File: config.mk
export PLATFORM = sky130hd
export DESIGN_NAME = cfgpp_top
export DESIGN_NICKNAME = d
export VERILOG_FILES = /design/src/design/cfgpp_pkg.sv /design/src/design/cfgpp_top.sv
export SDC_FILE = /design/constraint.sdc
export NUM_CORES = 1
export LEC_CHECK = 0
export BUFFER_PORTS_ARGS = -buffer_cell sky130_fd_sc_hd__clkbuf_2
export CAP_MARGIN = 20
export CORE_ASPECT_RATIO = 0.5
export CORE_UTILIZATION = 45
export DETAILED_ROUTE_END_ITERATION = 12
export HOLD_SLACK_MARGIN = 0.15
export PLACE_DENSITY_LB_ADDON = 0.1
export SLEW_MARGIN = 20
export SYNTH_ARGS = -nofsm -noshare
export SYNTH_HDL_FRONTEND = slang
export SYNTH_SLANG_ARGS = --single-unit
File: constraint.sdc
create_clock -name i_core_clk -period 9.8 [get_ports i_core_clk]
set_clock_uncertainty 0.15 [all_clocks]
set_input_delay 0.49 -clock i_core_clk [delete_from_list [all_inputs] [get_ports i_core_clk]]
set_output_delay 0.49 -clock i_core_clk [all_outputs]
set_load 0.005 [all_outputs]
File: src/design/cfgpp_pkg.sv
// constants, types and register map of the configuration packet processor
// What the document requires
// ignore the stream until the sync word AA995566h is seen
// bit after the sync word starts a new 32-bit word, serial or byte-wide
// data line zero carries the most significant bit of each byte
// host pads the stream front with all-ones words before sync
// type 1 header: type 31:29=001, op 28:27, address 26:13, byte 12:11, count 10:0
// type 1 packet carries 0 to 2047 data words to the addressed register
// type 2 header: type 010, op 28:27, count 26:0, no address fields
// host puts a zero-count type 1 header before every type 2 header
// type 2 packet bodies carry up to 1048575 words
// command write header 30008001h; data 7 resets the crc accumulator
// frame length, option and mask writes use headers 30016001h, 30012001h, 3000C001h
// host loads frame length as frame bits divided by 32 minus one
// clock-switch code 9 applies the clock selection held in the option register
// write-frames code 1 lets frame data input words reach configuration memory
// host writes frame address zero first, header 30002001h
// host sends frame address, zero-count type 1 to frame data, type 2, then words
// frame data may come as type 1 alone or type 1 plus type 2
// host writes an intermediate crc with header 30000001h before the last frame
// last frame follows last-frame code 3, with no frame address write
// device goes active only after start, control write and final crc load; the code does not wait for the control write
// completion 8 to 16 clocks after final crc; done flag within seven
// host clocks trailing zero padding words after the final crc
// register codes crc=0 address=1 data=2 command=4 control=5 mask=6 option=9 length=11
// control register bits change only where the mask bit is set
// each covered write feeds data then address code, lsb first, into crc-16
// after a crc value write the accumulator must be zero, else crc error
// type 2 words go to the register and direction of the preceding type 1; the code takes the direction from the type 2 header
// unknown header type is discarded and flagged as an error
package cfgpp_pkg;
  // stream constants
  localparam logic [31:0] SYNC_WORD = 32'hAA995566;
  localparam logic [2:0] TYPE1 = 3'h1;
  localparam logic [2:0] TYPE2 = 3'h2;
  localparam logic [1:0] OP_WRITE = 2'h2;
  localparam logic [1:0] OP_READ = 2'h1;
  // register address codes
  localparam logic [13:0] RA_CRC = 14'h0000;
  localparam logic [13:0] RA_FAR = 14'h0001;
  localparam logic [13:0] RA_FRAME_DATA = 14'h0002;
  localparam logic [13:0] RA_CMD = 14'h0004;
  localparam logic [13:0] RA_CONTROL = 14'h0005;
  localparam logic [13:0] RA_MASK = 14'h0006;
  localparam logic [13:0] RA_OPT = 14'h0009;
  localparam logic [13:0] RA_FRAME_LEN = 14'h000B;
  // command codes
  localparam logic [31:0] CMD_WRITE_FRAMES = 32'h00000001;
  localparam logic [31:0] CMD_LAST_FRAME = 32'h00000003;
  localparam logic [31:0] CMD_START = 32'h00000005;
  localparam logic [31:0] CMD_CRC_RESET = 32'h00000007;
  localparam logic [31:0] CMD_SWITCH = 32'h00000009;
  // option register clock selection field
  localparam int OPT_CLK_LSB = 0;
  localparam int OPT_CLK_W = 6;
  // completion timing in config clock edges after final crc
  localparam logic [4:0] DONE_EDGES = 5'h07;
  localparam logic [4:0] ACTIVE_EDGES = 5'h08;
  localparam logic [4:0] END_EDGES = 5'h10;
  // apb register byte offsets
  localparam logic [7:0] OFS_CTRL = 8'h00;
  localparam logic [7:0] OFS_STATUS = 8'h04;
  localparam logic [7:0] OFS_FRAME_LEN = 8'h08;
  localparam logic [7:0] OFS_OPT = 8'h0C;
  localparam logic [7:0] OFS_CONTROL = 8'h10;
  localparam logic [7:0] OFS_MASK = 8'h14;
  localparam logic [7:0] OFS_FAR = 8'h18;
  localparam logic [7:0] OFS_CRC = 8'h1C;
  localparam logic [7:0] OFS_WCNT = 8'h20;
  // control register fields and reset
  localparam int CTRL_EN = 0;
  localparam int CTRL_BYTE = 1;
  localparam logic [31:0] CTRL_RST = 32'h00000001;
  // status bit positions
  localparam int ST_SYNC = 0;
  localparam int ST_DONE = 1;
  localparam int ST_ACTIVE = 2;
  localparam int ST_CRCERR = 3;
  localparam int ST_HDRERR = 4;
  localparam int ST_WRITE_FRAMES = 5;
  localparam int ST_LAST_FRAME = 6;
  localparam int ST_START = 7;

  typedef enum logic [2:0] {
    S_HUNT = 3'b001,
    S_HDR = 3'b010,
    S_DATA = 3'b100
  } cfgpp_state_e;

  // one frame word headed for configuration memory
  typedef struct packed {
    logic [31:0] addr;
    logic [31:0] data;
  } cfgpp_frame_s;
endpackage : cfgpp_pkg

File: src/design/cfgpp_top.sv
// configuration packet processor: link sampler, packet decoder, registers, apb slave
`timescale 1ns/1ps
`default_nettype none
module cfgpp_top (
  input wire logic i_core_clk,             // 125 MHz core clock
  input wire logic i_rst_b,                // synchronous reset, active low
  input wire logic i_cfg_clk,              // config_clock pin from host
  input wire logic i_cfg_din,              // serial data pin
  input wire logic [7:0] i_cfg_d,          // byte-wide data pins, bit 0 is msb
  input wire logic i_psel,                 // apb select
  input wire logic i_penable,              // apb enable
  input wire logic i_pwrite,               // apb direction
  input wire logic [7:0] i_paddr,          // apb byte address
  input wire logic [31:0] i_pwdata,        // apb write data
  output logic [31:0] o_prdata,            // apb read data
  output logic o_pready,                   // apb ready
  output logic o_pslverr,                  // apb error, unmapped address
  output cfgpp_pkg::cfgpp_frame_s o_frame, // frame word and frame address
  output logic o_frame_we,                 // frame word strobe
  output logic [5:0] o_clk_sel,            // applied config clock selection
  output logic o_done,                     // completion flag
  output logic o_active,                   // device active
  output logic o_crc_err                   // crc check failed
);
  cfgpp_pkg::cfgpp_state_e state_r;
  logic [2:0] clk_sync_r;
  logic din_s1_r, din_s2_r;
  logic [7:0] d_s1_r, d_s2_r;
  logic cfg_rise;
  logic [31:0] shift_r;
  logic [31:0] shift_nxt;
  logic [5:0] bit_cnt_r;
  logic synced_r;
  logic word_vld_r;
  logic [31:0] word_r;
  logic [31:0] ctrl_r;
  logic [13:0] cur_addr_r;
  logic [1:0] cur_op_r;
  logic [26:0] cnt_r;
  logic wr_en;
  logic crc_cov;
  logic [15:0] crc_r, crc_nxt;
  logic [31:0] frame_len_r, opt_r, control_r, mask_r, far_r;
  logic [31:0] fword_r;
  logic [31:0] wcnt_r;
  logic write_frames_r, last_frame_r, start_r, hdr_err_r, crc_err_r;
  logic final_r;
  logic [4:0] edge_cnt_r;
  logic [31:0] rd_val;
  logic rd_hit;
  logic wr_status;

  // crc-16, x^16+x^15+x^2+1: 32 data bits then 4 address bits, lsb first
  function automatic logic [15:0] crc_word(input logic [15:0] c, input logic [3:0] a,
                                           input logic [31:0] d);
    logic [35:0] v;
    logic [15:0] x;
    logic fb;
    v = {a, d};
    x = c;
    for (int i = 0; i < 36; i++) begin
      fb = v[i] ^ x[15];
      x = {x[14] ^ fb, x[13:2], x[1] ^ fb, x[0], fb};
    end
    return x;
  endfunction

  // pins pass two flops first; the clock gets a third for edge finding
  always_ff @(posedge i_core_clk) begin
    if (!i_rst_b) begin
      clk_sync_r <= 3'h0;
      din_s1_r <= 1'b0;
      din_s2_r <= 1'b0;
      d_s1_r <= 8'h00;
      d_s2_r <= 8'h00;
    end else begin
      clk_sync_r <= {clk_sync_r[1:0], i_cfg_clk};
      din_s1_r <= i_cfg_din;
      din_s2_r <= din_s1_r;
      d_s1_r <= i_cfg_d;
      d_s2_r <= d_s1_r;
    end
  end
  assign cfg_rise = clk_sync_r[1] & ~clk_sync_r[2];

  // serial shifts one bit, byte mode shifts d0 in as msb
  always_comb begin
    if (ctrl_r[cfgpp_pkg::CTRL_BYTE]) begin
      shift_nxt = {shift_r[23:0], d_s2_r[0], d_s2_r[1], d_s2_r[2], d_s2_r[3],
                   d_s2_r[4], d_s2_r[5], d_s2_r[6], d_s2_r[7]};
    end else begin
      shift_nxt = {shift_r[30:0], din_s2_r};
    end
  end

  // word framing: hunt for sync, then count 32 bits per word
  always_ff @(posedge i_core_clk) begin
    if (!i_rst_b) begin
      shift_r <= 32'h0;
      bit_cnt_r <= 6'h0;
      synced_r <= 1'b0;
      word_vld_r <= 1'b0;
      word_r <= 32'h0;
    end else begin
      word_vld_r <= 1'b0;
      if (!ctrl_r[cfgpp_pkg::CTRL_EN]) begin
        synced_r <= 1'b0;
        bit_cnt_r <= 6'h0;
      end else if (cfg_rise) begin
        shift_r <= shift_nxt;
        if (!synced_r) begin
          // stream content before the sync word is dropped unseen
          if (shift_nxt == cfgpp_pkg::SYNC_WORD) begin
            synced_r <= 1'b1;
            bit_cnt_r <= 6'h0;
          end
        end else if (bit_cnt_r + (ctrl_r[cfgpp_pkg::CTRL_BYTE] ? 6'h08 : 6'h01)
                     == 6'h20) begin
          bit_cnt_r <= 6'h0;
          word_vld_r <= 1'b1;
          word_r <= shift_nxt;
        end else begin
          bit_cnt_r <= bit_cnt_r + (ctrl_r[cfgpp_pkg::CTRL_BYTE] ? 6'h08 : 6'h01);
        end
      end
    end
  end

  // packet decoder; read packets are taken as carrying no inbound data
  always_ff @(posedge i_core_clk) begin
    if (!i_rst_b) begin
      state_r <= cfgpp_pkg::S_HUNT;
      cur_addr_r <= 14'h0;
      cur_op_r <= 2'h0;
      cnt_r <= 27'h0;
      hdr_err_r <= 1'b0;
    end else begin
      if (wr_status && i_pwdata[cfgpp_pkg::ST_HDRERR]) begin
        hdr_err_r <= 1'b0;
      end
      if (!synced_r) begin
        state_r <= cfgpp_pkg::S_HUNT;
      end else begin
        unique case (state_r)
          cfgpp_pkg::S_HUNT: begin
            state_r <= cfgpp_pkg::S_HDR;
          end
          cfgpp_pkg::S_HDR: begin
            if (word_vld_r) begin
              if (word_r[31:29] == cfgpp_pkg::TYPE1) begin
                cur_op_r <= word_r[28:27];
                cur_addr_r <= word_r[26:13];
                cnt_r <= {16'h0, word_r[10:0]};
                if (word_r[28:27] == cfgpp_pkg::OP_WRITE && word_r[10:0] != 11'h0) begin
                  state_r <= cfgpp_pkg::S_DATA;
                end
              end else if (word_r[31:29] == cfgpp_pkg::TYPE2) begin
                // address kept from the preceding type 1 header
                cur_op_r <= word_r[28:27];
                cnt_r <= word_r[26:0];
                if (word_r[28:27] == cfgpp_pkg::OP_WRITE && word_r[26:0] != 27'h0) begin
                  state_r <= cfgpp_pkg::S_DATA;
                end
              end else begin
                hdr_err_r <= 1'b1;
              end
            end
          end
          cfgpp_pkg::S_DATA: begin
            if (word_vld_r) begin
              cnt_r <= cnt_r - 27'h1;
              if (cnt_r == 27'h1) begin
                state_r <= cfgpp_pkg::S_HDR;
              end
            end
          end
          default: begin
            state_r <= cfgpp_pkg::S_HUNT;
          end
        endcase
      end
    end
  end

  assign wr_en = (state_r == cfgpp_pkg::S_DATA) && word_vld_r && synced_r
                 && (cur_op_r == cfgpp_pkg::OP_WRITE);
  assign crc_cov = (cur_addr_r[13:4] == 10'h0) && (cur_addr_r[3:0] != 4'h3)
                   && (cur_addr_r[3:0] != 4'h8);
  assign crc_nxt = crc_word(crc_r, cur_addr_r[3:0], word_r);

  // crc accumulator; a reset command clears it instead of feeding its own word
  always_ff @(posedge i_core_clk) begin
    if (!i_rst_b) begin
      crc_r <= 16'h0;
      crc_err_r <= 1'b0;
    end else begin
      if (wr_status && i_pwdata[cfgpp_pkg::ST_CRCERR]) begin
        crc_err_r <= 1'b0;
      end
      if (wr_en && crc_cov) begin
        if (cur_addr_r == cfgpp_pkg::RA_CMD && word_r == cfgpp_pkg::CMD_CRC_RESET) begin
          crc_r <= 16'h0;
        end else begin
          crc_r <= crc_nxt;
        end
        if (cur_addr_r == cfgpp_pkg::RA_CRC && crc_nxt != 16'h0) begin
          crc_err_r <= 1'b1;
        end
      end
    end
  end

  // configuration registers and command effects
  always_ff @(posedge i_core_clk) begin
    if (!i_rst_b) begin
      frame_len_r <= 32'h0;
      opt_r <= 32'h0;
      control_r <= 32'h0;
      mask_r <= 32'h0;
      write_frames_r <= 1'b0;
      last_frame_r <= 1'b0;
      start_r <= 1'b0;
      o_clk_sel <= 6'h0;
    end else if (wr_en) begin
      unique case (cur_addr_r)
        cfgpp_pkg::RA_FRAME_LEN: frame_len_r <= word_r;
        cfgpp_pkg::RA_OPT: opt_r <= word_r;
        cfgpp_pkg::RA_MASK: mask_r <= word_r;
        cfgpp_pkg::RA_CONTROL: control_r <= (control_r & ~mask_r) | (word_r & mask_r);
        cfgpp_pkg::RA_CMD: begin
          if (word_r == cfgpp_pkg::CMD_SWITCH) begin
            o_clk_sel <= opt_r[cfgpp_pkg::OPT_CLK_LSB +: cfgpp_pkg::OPT_CLK_W];
          end
          if (word_r == cfgpp_pkg::CMD_WRITE_FRAMES) begin
            write_frames_r <= 1'b1;
          end
          if (word_r == cfgpp_pkg::CMD_LAST_FRAME) begin
            last_frame_r <= 1'b1;
          end
          if (word_r == cfgpp_pkg::CMD_START) begin
            start_r <= 1'b1;
          end
        end
        default: begin
        end
      endcase
    end
  end

  // frame path: address steps after each frame of length register + 1 words
  always_ff @(posedge i_core_clk) begin
    if (!i_rst_b) begin
      far_r <= 32'h0;
      fword_r <= 32'h0;
      wcnt_r <= 32'h0;
      o_frame <= '0;
      o_frame_we <= 1'b0;
    end else begin
      o_frame_we <= 1'b0;
      if (wr_en && cur_addr_r == cfgpp_pkg::RA_FAR) begin
        far_r <= word_r;
        fword_r <= 32'h0;
      end else if (wr_en && cur_addr_r == cfgpp_pkg::RA_FRAME_DATA && write_frames_r) begin
        o_frame <= '{addr: far_r, data: word_r};
        o_frame_we <= 1'b1;
        wcnt_r <= wcnt_r + 32'h1;
        if (fword_r >= frame_len_r) begin
          fword_r <= 32'h0;
          far_r <= far_r + 32'h1;
        end else begin
          fword_r <= fword_r + 32'h1;
        end
      end
    end
  end

  // start-up: count config clock edges once the final crc is in and good
  always_ff @(posedge i_core_clk) begin
    if (!i_rst_b) begin
      final_r <= 1'b0;
      edge_cnt_r <= 5'h0;
      o_done <= 1'b0;
      o_active <= 1'b0;
    end else begin
      // flags are registered so the pins never glitch while the counter steps
      o_done <= final_r && (edge_cnt_r >= cfgpp_pkg::DONE_EDGES);
      o_active <= final_r && (edge_cnt_r >= cfgpp_pkg::ACTIVE_EDGES);
      if (wr_en && start_r && cur_addr_r == cfgpp_pkg::RA_CRC && crc_nxt == 16'h0) begin
        final_r <= 1'b1;
      end
      // clocks stop counting at the end; host padding may keep coming
      if (final_r && cfg_rise && edge_cnt_r != cfgpp_pkg::END_EDGES) begin
        edge_cnt_r <= edge_cnt_r + 5'h1;
      end
    end
  end
  assign o_crc_err = crc_err_r;

  // apb read mux
  always_comb begin
    rd_hit = 1'b1;
    rd_val = 32'h0;
    unique case (i_paddr)
      cfgpp_pkg::OFS_CTRL: rd_val = ctrl_r;
      cfgpp_pkg::OFS_STATUS: rd_val = {24'h0, start_r, last_frame_r, write_frames_r, hdr_err_r,
                                       crc_err_r, o_active, o_done, synced_r};
      cfgpp_pkg::OFS_FRAME_LEN: rd_val = frame_len_r;
      cfgpp_pkg::OFS_OPT: rd_val = opt_r;
      cfgpp_pkg::OFS_CONTROL: rd_val = control_r;
      cfgpp_pkg::OFS_MASK: rd_val = mask_r;
      cfgpp_pkg::OFS_FAR: rd_val = far_r;
      cfgpp_pkg::OFS_CRC: rd_val = {16'h0, crc_r};
      cfgpp_pkg::OFS_WCNT: rd_val = wcnt_r;
      default: rd_hit = 1'b0;
    endcase
  end

  // zero wait states; read data is caught in the setup cycle
  assign o_pready = 1'b1;
  assign o_pslverr = i_psel && i_penable && !rd_hit;
  assign wr_status = i_psel && i_penable && i_pwrite && (i_paddr == cfgpp_pkg::OFS_STATUS);

  always_ff @(posedge i_core_clk) begin
    if (!i_rst_b) begin
      o_prdata <= 32'h0;
      ctrl_r <= cfgpp_pkg::CTRL_RST;
    end else begin
      if (i_psel && !i_penable && !i_pwrite) begin
        o_prdata <= rd_val;
      end
      if (i_psel && i_penable && i_pwrite && i_paddr == cfgpp_pkg::OFS_CTRL) begin
        ctrl_r <= {30'h0, i_pwdata[1:0]};
      end
    end
  end
endmodule // cfgpp_top
`default_nettype wire

==> flow_summary.toml, run 1 <==
[detailed_routing]
vias = 20474
drtAntennaViolNets = 0
via_per_inst = 5.662
drt_first_pass_iters = 6
initialDrtViolationCount = 1978
remaining_drc_errors = 0
routed_wl_um = 73540
wl_per_cell_um = 20.34

[logic_synthesis]
synth_top_family_by_area = "simple AND/OR/NAND/NOR gates"
synth-seq-cells = 496
yosysSeqAreaShare_pct = 43.02
synth_compound_area_share_pct = 17.02
syn_inst = 2848
yosysWarnings = 0
postSynthNetCount = 2945
avgSynthCellArea_sq_um = 8.104
synth-adder-area-share_pct = 2.277
async_flop_share_pct = 0
synth_mux_area_share_pct = 4.554
synth_flop_cell = "dfxtp_1"
synth_edf_count = 0
synthXorXnorAreaFrac_pct = 6.847
yosys.area_share.simple_pct = 21.92
synth.cell_area_sq_mm = 0.02308
ys_types = 76

[setup_path]
path_class = "reg2reg"
reg2reg_from = "state_r[2]$_SDFFE_PN0P_"
path_common_cell = "nor2_1"
critPathLaunchType = "flop"
crit_family = "simple AND/OR/NAND/NOR gates"
rr_worst_depth = 10
r2r_setup_slack_ns = 5.57
path_cells = "or3b_1, or4b_4, nor4bb_4, buf_4, nand3_1, nor2_1, nand2_1, nor3_1, xnor2_1, nor2_1"
cp_num_buf_inv = 1
critPathCaptureType = "flop"
rr_endpoint = "wcnt_r[31]$_SDFFE_PN0P_"
critical_path.max_fanout = 80
cp_slowest_cell = "buf_4"
cpPeakStageDelay_ns = 0.72
cp.required_ns = 10.09
arrival_ns = 4.52

[run_status]
status = "finished, final reports clean"

[place]
gp_congestion = 0.9397
portBuffers = 133
hpwl_um = 47870
dpl.cell_count = 3517

[grt]
grt_pass1_wl_um = 112500
grt-ovfl-total = 0
grt_pass1_vias = 18941
antenna_found_initial = 3
grt_max_degree = 129
grt_use_total_pct = 27.75

[sta]
setup_viol = 0
rsz0062_at_grt = "no"
fmax_ghz = 0.2363
finalCriticalPeriod_ns = 4.232
timing.final.crit_share_pct = 43.18
setup_tns_ns = 0
slew_viol_final = 0
tightest_slew_ns = 1.089
maxSlewHeadroom_pct = 27.39
hold_viol = 0

[die]
core.rowCount = 58
die_height_um = 162.1
core-area_sq_mm = 0.05044
start_util_pct = 45.76
io_pins = 163
fp.dieArea_sq_mm = 0.05226
die-width_um = 322.3

[min_path]
hold_path_depth = 4
holdCritStartpoint = "i_psel"
hold_class = "in2reg"
worst_hold_path.endpoint = "ctrl_r[0]$_SDFFE_PN1P_"

[power_and_ir_drop]
powerDensity_mw_per_mm2 = 155.7
power_leakage_uw = 0.009195
p_sw_uw = 915.9
peakVddDrop_v = 0.0001108
netSwitchingFraction_pct = 22.63
clockPowerShare_pct = 46.7
p_seq_share_pct = 50.6
combPwrFrac_pct = 2.7
power.internal_uw = 3132

[final_layout]
drive_above_1_share_pct = 9.911
n_antenna_cell = 0
layout_common_cells = "517 x nand2_1, 495 x dfxtp_1, 292 x a21oi_1, 289 x nor2_1, 132 x clkbuf_2"
layout_commonest_cell = "nand2_1"
fin_nets = 2986
layoutNonFillerInstCount = 3616
area_growth_pct = 12.64
fillers = 4837

[clock_network]
cts_root_buffer = "clkbuf_16"
cts_buffer_depth = 3
cts_tree = "built"
cts.sinks = 496
clk_latency_ns = 0.58
post_cts_resize_count = 0
htree_levels = 2
path_clk_slew_ns = 0.07
cts_inserted_buffers = 46
postCtsSetupRepairBufs = 0

[job]
maxCapViolCount = 0
## layer usage
layer  part of all wire (%)  GRT usage, %  up-vias
met5                      0             0        -
met4                    2.7         8.074        0
met3                    7.1         4.426      127
met2                     44         43.55      589
met1                     46         39.24     9755
li1                       -             -    10003
## power groups by stage
stage | clock network (uW) | logic, uW | registers, uW
6_report | 1890 | 108 | 2050
5_1_grt | 2010 | 118 | 2050
4_1_cts | 1920 | 108 | 2050
3_5_place_dp | 0 | 103 | 2090
3_3_place_gp | 0 | 102 | 2090
2_1_floorplan | 0 | 68.8 | 2090
## registers in the layout (all words and copies together), names as in the netlist, 3 cells and up, named ones only
name	flops
o_frame	64
far_r	32
frame_len_r	32
fword_r	32
mask_r	32
o_prdata	32
opt_r	32
wcnt_r	32
word_r	32
shift_r	31
cnt_r	27
crc_r	16
cur_addr_r	14
d_s1_r	8
d_s2_r	8
bit_cnt_r	6
o_clk_sel	6
edge_cnt_r	5
clk_sync_r	3
state_r	3
## what timing repair did
| item | 4_1_cts | 5_1_grt |
|---|---|---|
| hold buffers | 14 | 0 |
| setup endpoints to repair | 0 | 0 |
| endpoints found under the hold margin | 14 | 0 |
## layout make-up
type                    instances  area (sq um)  share of cell area [%]
well taps                     690         863.3                   3.321
inverters                      53         206.4                  0.7941
clock buffers                  67          1384                   5.323
flip-flops and latches        496          9931                   38.20
multi-input cells            2090         12210                   46.98
repair buffers                202          1219                   4.687
clock inverters                18         181.4                  0.6978
## metrics by stage
| stage | util (%) | hold slack (ns) | worst slack (ns) | power, uW | instance area [sq um] |
|---|---|---|---|---|---|
| finish | 51.55 | 0.2071 | 5.568 | 4048 | 26000 |
| global route | 51.55 | 0.2422 | 5.295 | 4174 | 26000 |
| CTS | 51.55 | 0.1872 | 5.598 | 4075 | 26000 |
| detailed placement | 48.17 | 0.2669 | 5.618 | 2197 | 24290 |
| global placement | 48.17 | 0.2654 | 5.675 | 2197 | 24290 |
| floorplan | - | 0.2619 | 6.100 | 2156 | 23080 |
## worst min-delay path, cell delays in order
cell	delay [ns]
clkbuf_2	0.11
nand4_1	0.14
mux2i_1	0.09
nand2_1	0.06
## Yosys cell counts, types with 42 or more instances
cell type | number | area share, %
inv_1 | 52 | 0.85
dfxtp_1 | 496 | 43
clkbuf_1 | 189 | 3.1
nand2_1 | 517 | 8.4
o21ai_0 | 91 | 2.0
nor2_1 | 292 | 4.7
ha_1 | 42 | 2.3
a211oi_1 | 80 | 2.6
xnor2_1 | 101 | 3.8
a21oi_1 | 292 | 6.3
nand3_1 | 67 | 1.5
a221oi_1 | 53 | 2.0
xor2_1 | 64 | 2.4
mux2i_1 | 105 | 4.6
## worst max-delay path by stage
stage | from | endpoint | slack, ns | cells past startpoint
6_report | state_r[2]$_SDFFE_PN0P_ | wcnt_r[31]$_SDFFE_PN0P_ | 5.57 | 10
2_1_floorplan | ctrl_r[1]$_SDFFE_PN0P_ | word_r[6]$_SDFFE_PN0P_ | 6.10 | 13
5_1_grt | state_r[2]$_SDFFE_PN0P_ | wcnt_r[31]$_SDFFE_PN0P_ | 5.29 | 10
4_1_cts | state_r[2]$_SDFFE_PN0P_ | wcnt_r[31]$_SDFFE_PN0P_ | 5.60 | 10
3_3_place_gp | state_r[0]$_SDFFE_PN1P_ | wcnt_r[31]$_SDFFE_PN0P_ | 5.68 | 10
3_5_place_dp | state_r[2]$_SDFFE_PN0P_ | wcnt_r[31]$_SDFFE_PN0P_ | 5.62 | 10
## cells by family after synthesis
family / after synthesis
DFF: 496
and+or+nand+nor: 1131
other: 1
muxes: 105
adders and majority gates: 42
buffers and inverters: 262
xor gates and xnor gates: 171
AOI/OAI and AO/OA: 640
No activity file was read; power rests on OpenSTA's default activity.
==> run 2, diff against run 1 <==
==> constraint.sdc (replaced) <==
create_clock -name i_core_clk -period 3.72 [get_ports i_core_clk]
set_clock_uncertainty 0.15 [all_clocks]
set_input_delay 0.186 -clock i_core_clk [delete_from_list [all_inputs] [get_ports i_core_clk]]
set_output_delay 0.186 -clock i_core_clk [all_outputs]
set_load 0.005 [all_outputs]
==> run 2 against run 1 <==
Against the previous run:
- sequential power rose to 2.6 times the previous value
- first-iteration DRC count rose by 5.3%
- count of clock-buffer cells in the layout up 2
- non-clock buffer count up 50
- critical path depth grew 1
- routed wire length increased by 1.8%
- worst hold slack improved by 0.0025 ns
- flip-flop and latch count unchanged
==> flow_summary.toml, run 2 (synthesis gave the netlist of run 1 again) <==
[run_status]
status = "finished, final reports clean"

[sta]
timing.final.crit_share_pct = 94.43
tightest_slew_ns = 1.141
setup_viol = 0
setup_tns_ns = 0
slew_viol_final = 0
maxSlewHeadroom_pct = 23.77
holdWs_ns = 0.2096
rsz0062_at_grt = "yes"
worst_slack_ns = 0.2070
hold_viol = 0
finalCriticalPeriod_ns = 3.513
fmax_ghz = 0.2847

[detailed_routing]
remaining_drc_errors = 0
drtAntennaViolNets = 0
wl_per_cell_um = 20.41
vias = 20819
via_per_inst = 5.677
routed_wl_um = 74830
drt_first_pass_iters = 6
initialDrtViolationCount = 2083

[die]
start_util_pct = 45.76
die_height_um = 162.1
fp.dieArea_sq_mm = 0.05226
core.rowCount = 58
core-area_sq_mm = 0.05044
io_pins = 163
die-width_um = 322.3

[final_layout]
area_growth_pct = 15.14
layout_commonest_cell = "nand2_1"
largest_reg_flops = 64
layoutNonFillerInstCount = 3667
layout_common_cells = "517 x nand2_1, 495 x dfxtp_1, 292 x a21oi_1, 290 x nor2_1, 132 x clkbuf_2"
drive_above_1_share_pct = 10.68
fin_nets = 3037
largest_register = "o_frame"
n_antenna_cell = 0

[setup_path]
cpPeakStageDelay_ns = 0.65
arrival_ns = 3.86
critPathLaunchType = "flop"
crit_family = "compound AO/OA/AOI/OAI gates"
crit_start = "fword_r[0]$_SDFFE_PP0P_"
critical_path.max_fanout = 12
path_depth = 11
rr_endpoint = "far_r[12]$_SDFFE_PN0P_"
cp_slowest_cell = "o41ai_1"
path_cells = "inv_1, ha_1, nand2b_1, a21o_1, a21o_1, a311oi_1, o41ai_1, a311o_1, nand2_2, or4_1, a311oi_1"
r2r_setup_slack_ns = 0.21
cp.required_ns = 4.06
timing.critical_path.to = "far_r[12]$_SDFFE_PN0P_"
rr_worst_depth = 11
path_class = "reg2reg"
critPathCaptureType = "flop"
reg2reg_from = "fword_r[0]$_SDFFE_PP0P_"
cp_num_buf_inv = 1

[clock_network]
cts_buffer_depth = 3
path_clk_slew_ns = 0.07
post_cts_resize_count = 0
cts.sinks = 496
cts_root_buffer = "clkbuf_16"
cts_inserted_buffers = 47
htree_levels = 2
cts_tree = "built"
clk_latency_ns = 0.59

[power_and_ir_drop]
powerDensity_mw_per_mm2 = 408.9
power_leakage_uw = 0.009487
peakVddDrop_v = 0.0003078
power.total_uw = 10870

[grt]
grt_use_total_pct = 28.25
grt_max_degree = 89
grt_pass1_wl_um = 114200
grt_pass1_vias = 19091
antenna_found_initial = 2
grt-ovfl-total = 0

[min_path]
hold_class = "in2reg"
hold_path_depth = 4

[place]
gp_congestion = 0.9108
place_ws_ns = 0.1885
portBuffers = 133
dpl.cell_count = 3548
hpwl_um = 49710

[job]
maxCapViolCount = 0
## run 2: worst register-to-register path, delay by kind of cell (launching register included)
| family | cells | cell delay (ns) |
|---|---|---|
| simple gates | 3 | 0.89 |
| buf+inv | 1 | 0.06 |
| flops | 1 | 0.41 |
| fa+ha+maj | 1 | 0.26 |
| compound gates | 6 | 1.68 |
## run 2: per-layer routing
metal	global-route usage [%]	part of all wire (%)	up-vias
li1	-	-	10089
met1	40.20	46	9958
met2	44.34	44	652
met3	4.102	6.7	120
met4	8.160	2.6	0
met5	0	0	-
## run 2: timing repair
item                                    in CTS  in global routing
hold buffers                                33                  0
buffers inserted                             0                  0
hold endpoints to repair                   144                  0
endpoints found under the setup margin       0                  1
## run 2: where the power goes
group	switching, uW	internal, uW
clock	2190	2970
combinational	201	113
sequential	41.3	5350
## run 2: area by class of cell
| type | instances | area, sq um |
|---|---|---|
| multi-input combinational | 2090 | 12210 |
| clock inverter | 17 | 226.5 |
| tap | 690 | 863.3 |
| fill | 4849 | 23860 |
| timing repair buffer | 252 | 1742 |
| sequential | 496 | 9931 |
| clock buffer | 69 | 1401 |
| inverter | 53 | 206.4 |
## run 2: worst min path at each step
stage           startpoint                  endpoint  slack, ns
5_1_grt           i_pwrite  o_prdata[2]$_SDFFE_PN0P_       0.23
3_5_place_dp     i_cfg_din       din_s1_r$_SDFF_PN0_       0.25
2_1_floorplan  i_pwdata[0]    ctrl_r[0]$_SDFFE_PN1P_       0.16
4_1_cts           i_pwrite  o_prdata[2]$_SDFFE_PN0P_       0.16
3_3_place_gp    i_cfg_d[5]      d_s1_r[5]$_SDFF_PN0_       0.24
6_report          i_pwrite  o_prdata[2]$_SDFFE_PN0P_       0.21
## run 2: per-stage QoR
step	util, %	cell area [sq um]
global route	52.69	26580
floorplan	-	23080
global placement	48.81	24620
finish	52.69	26580
detailed placement	48.81	24620
CTS	52.69	26580
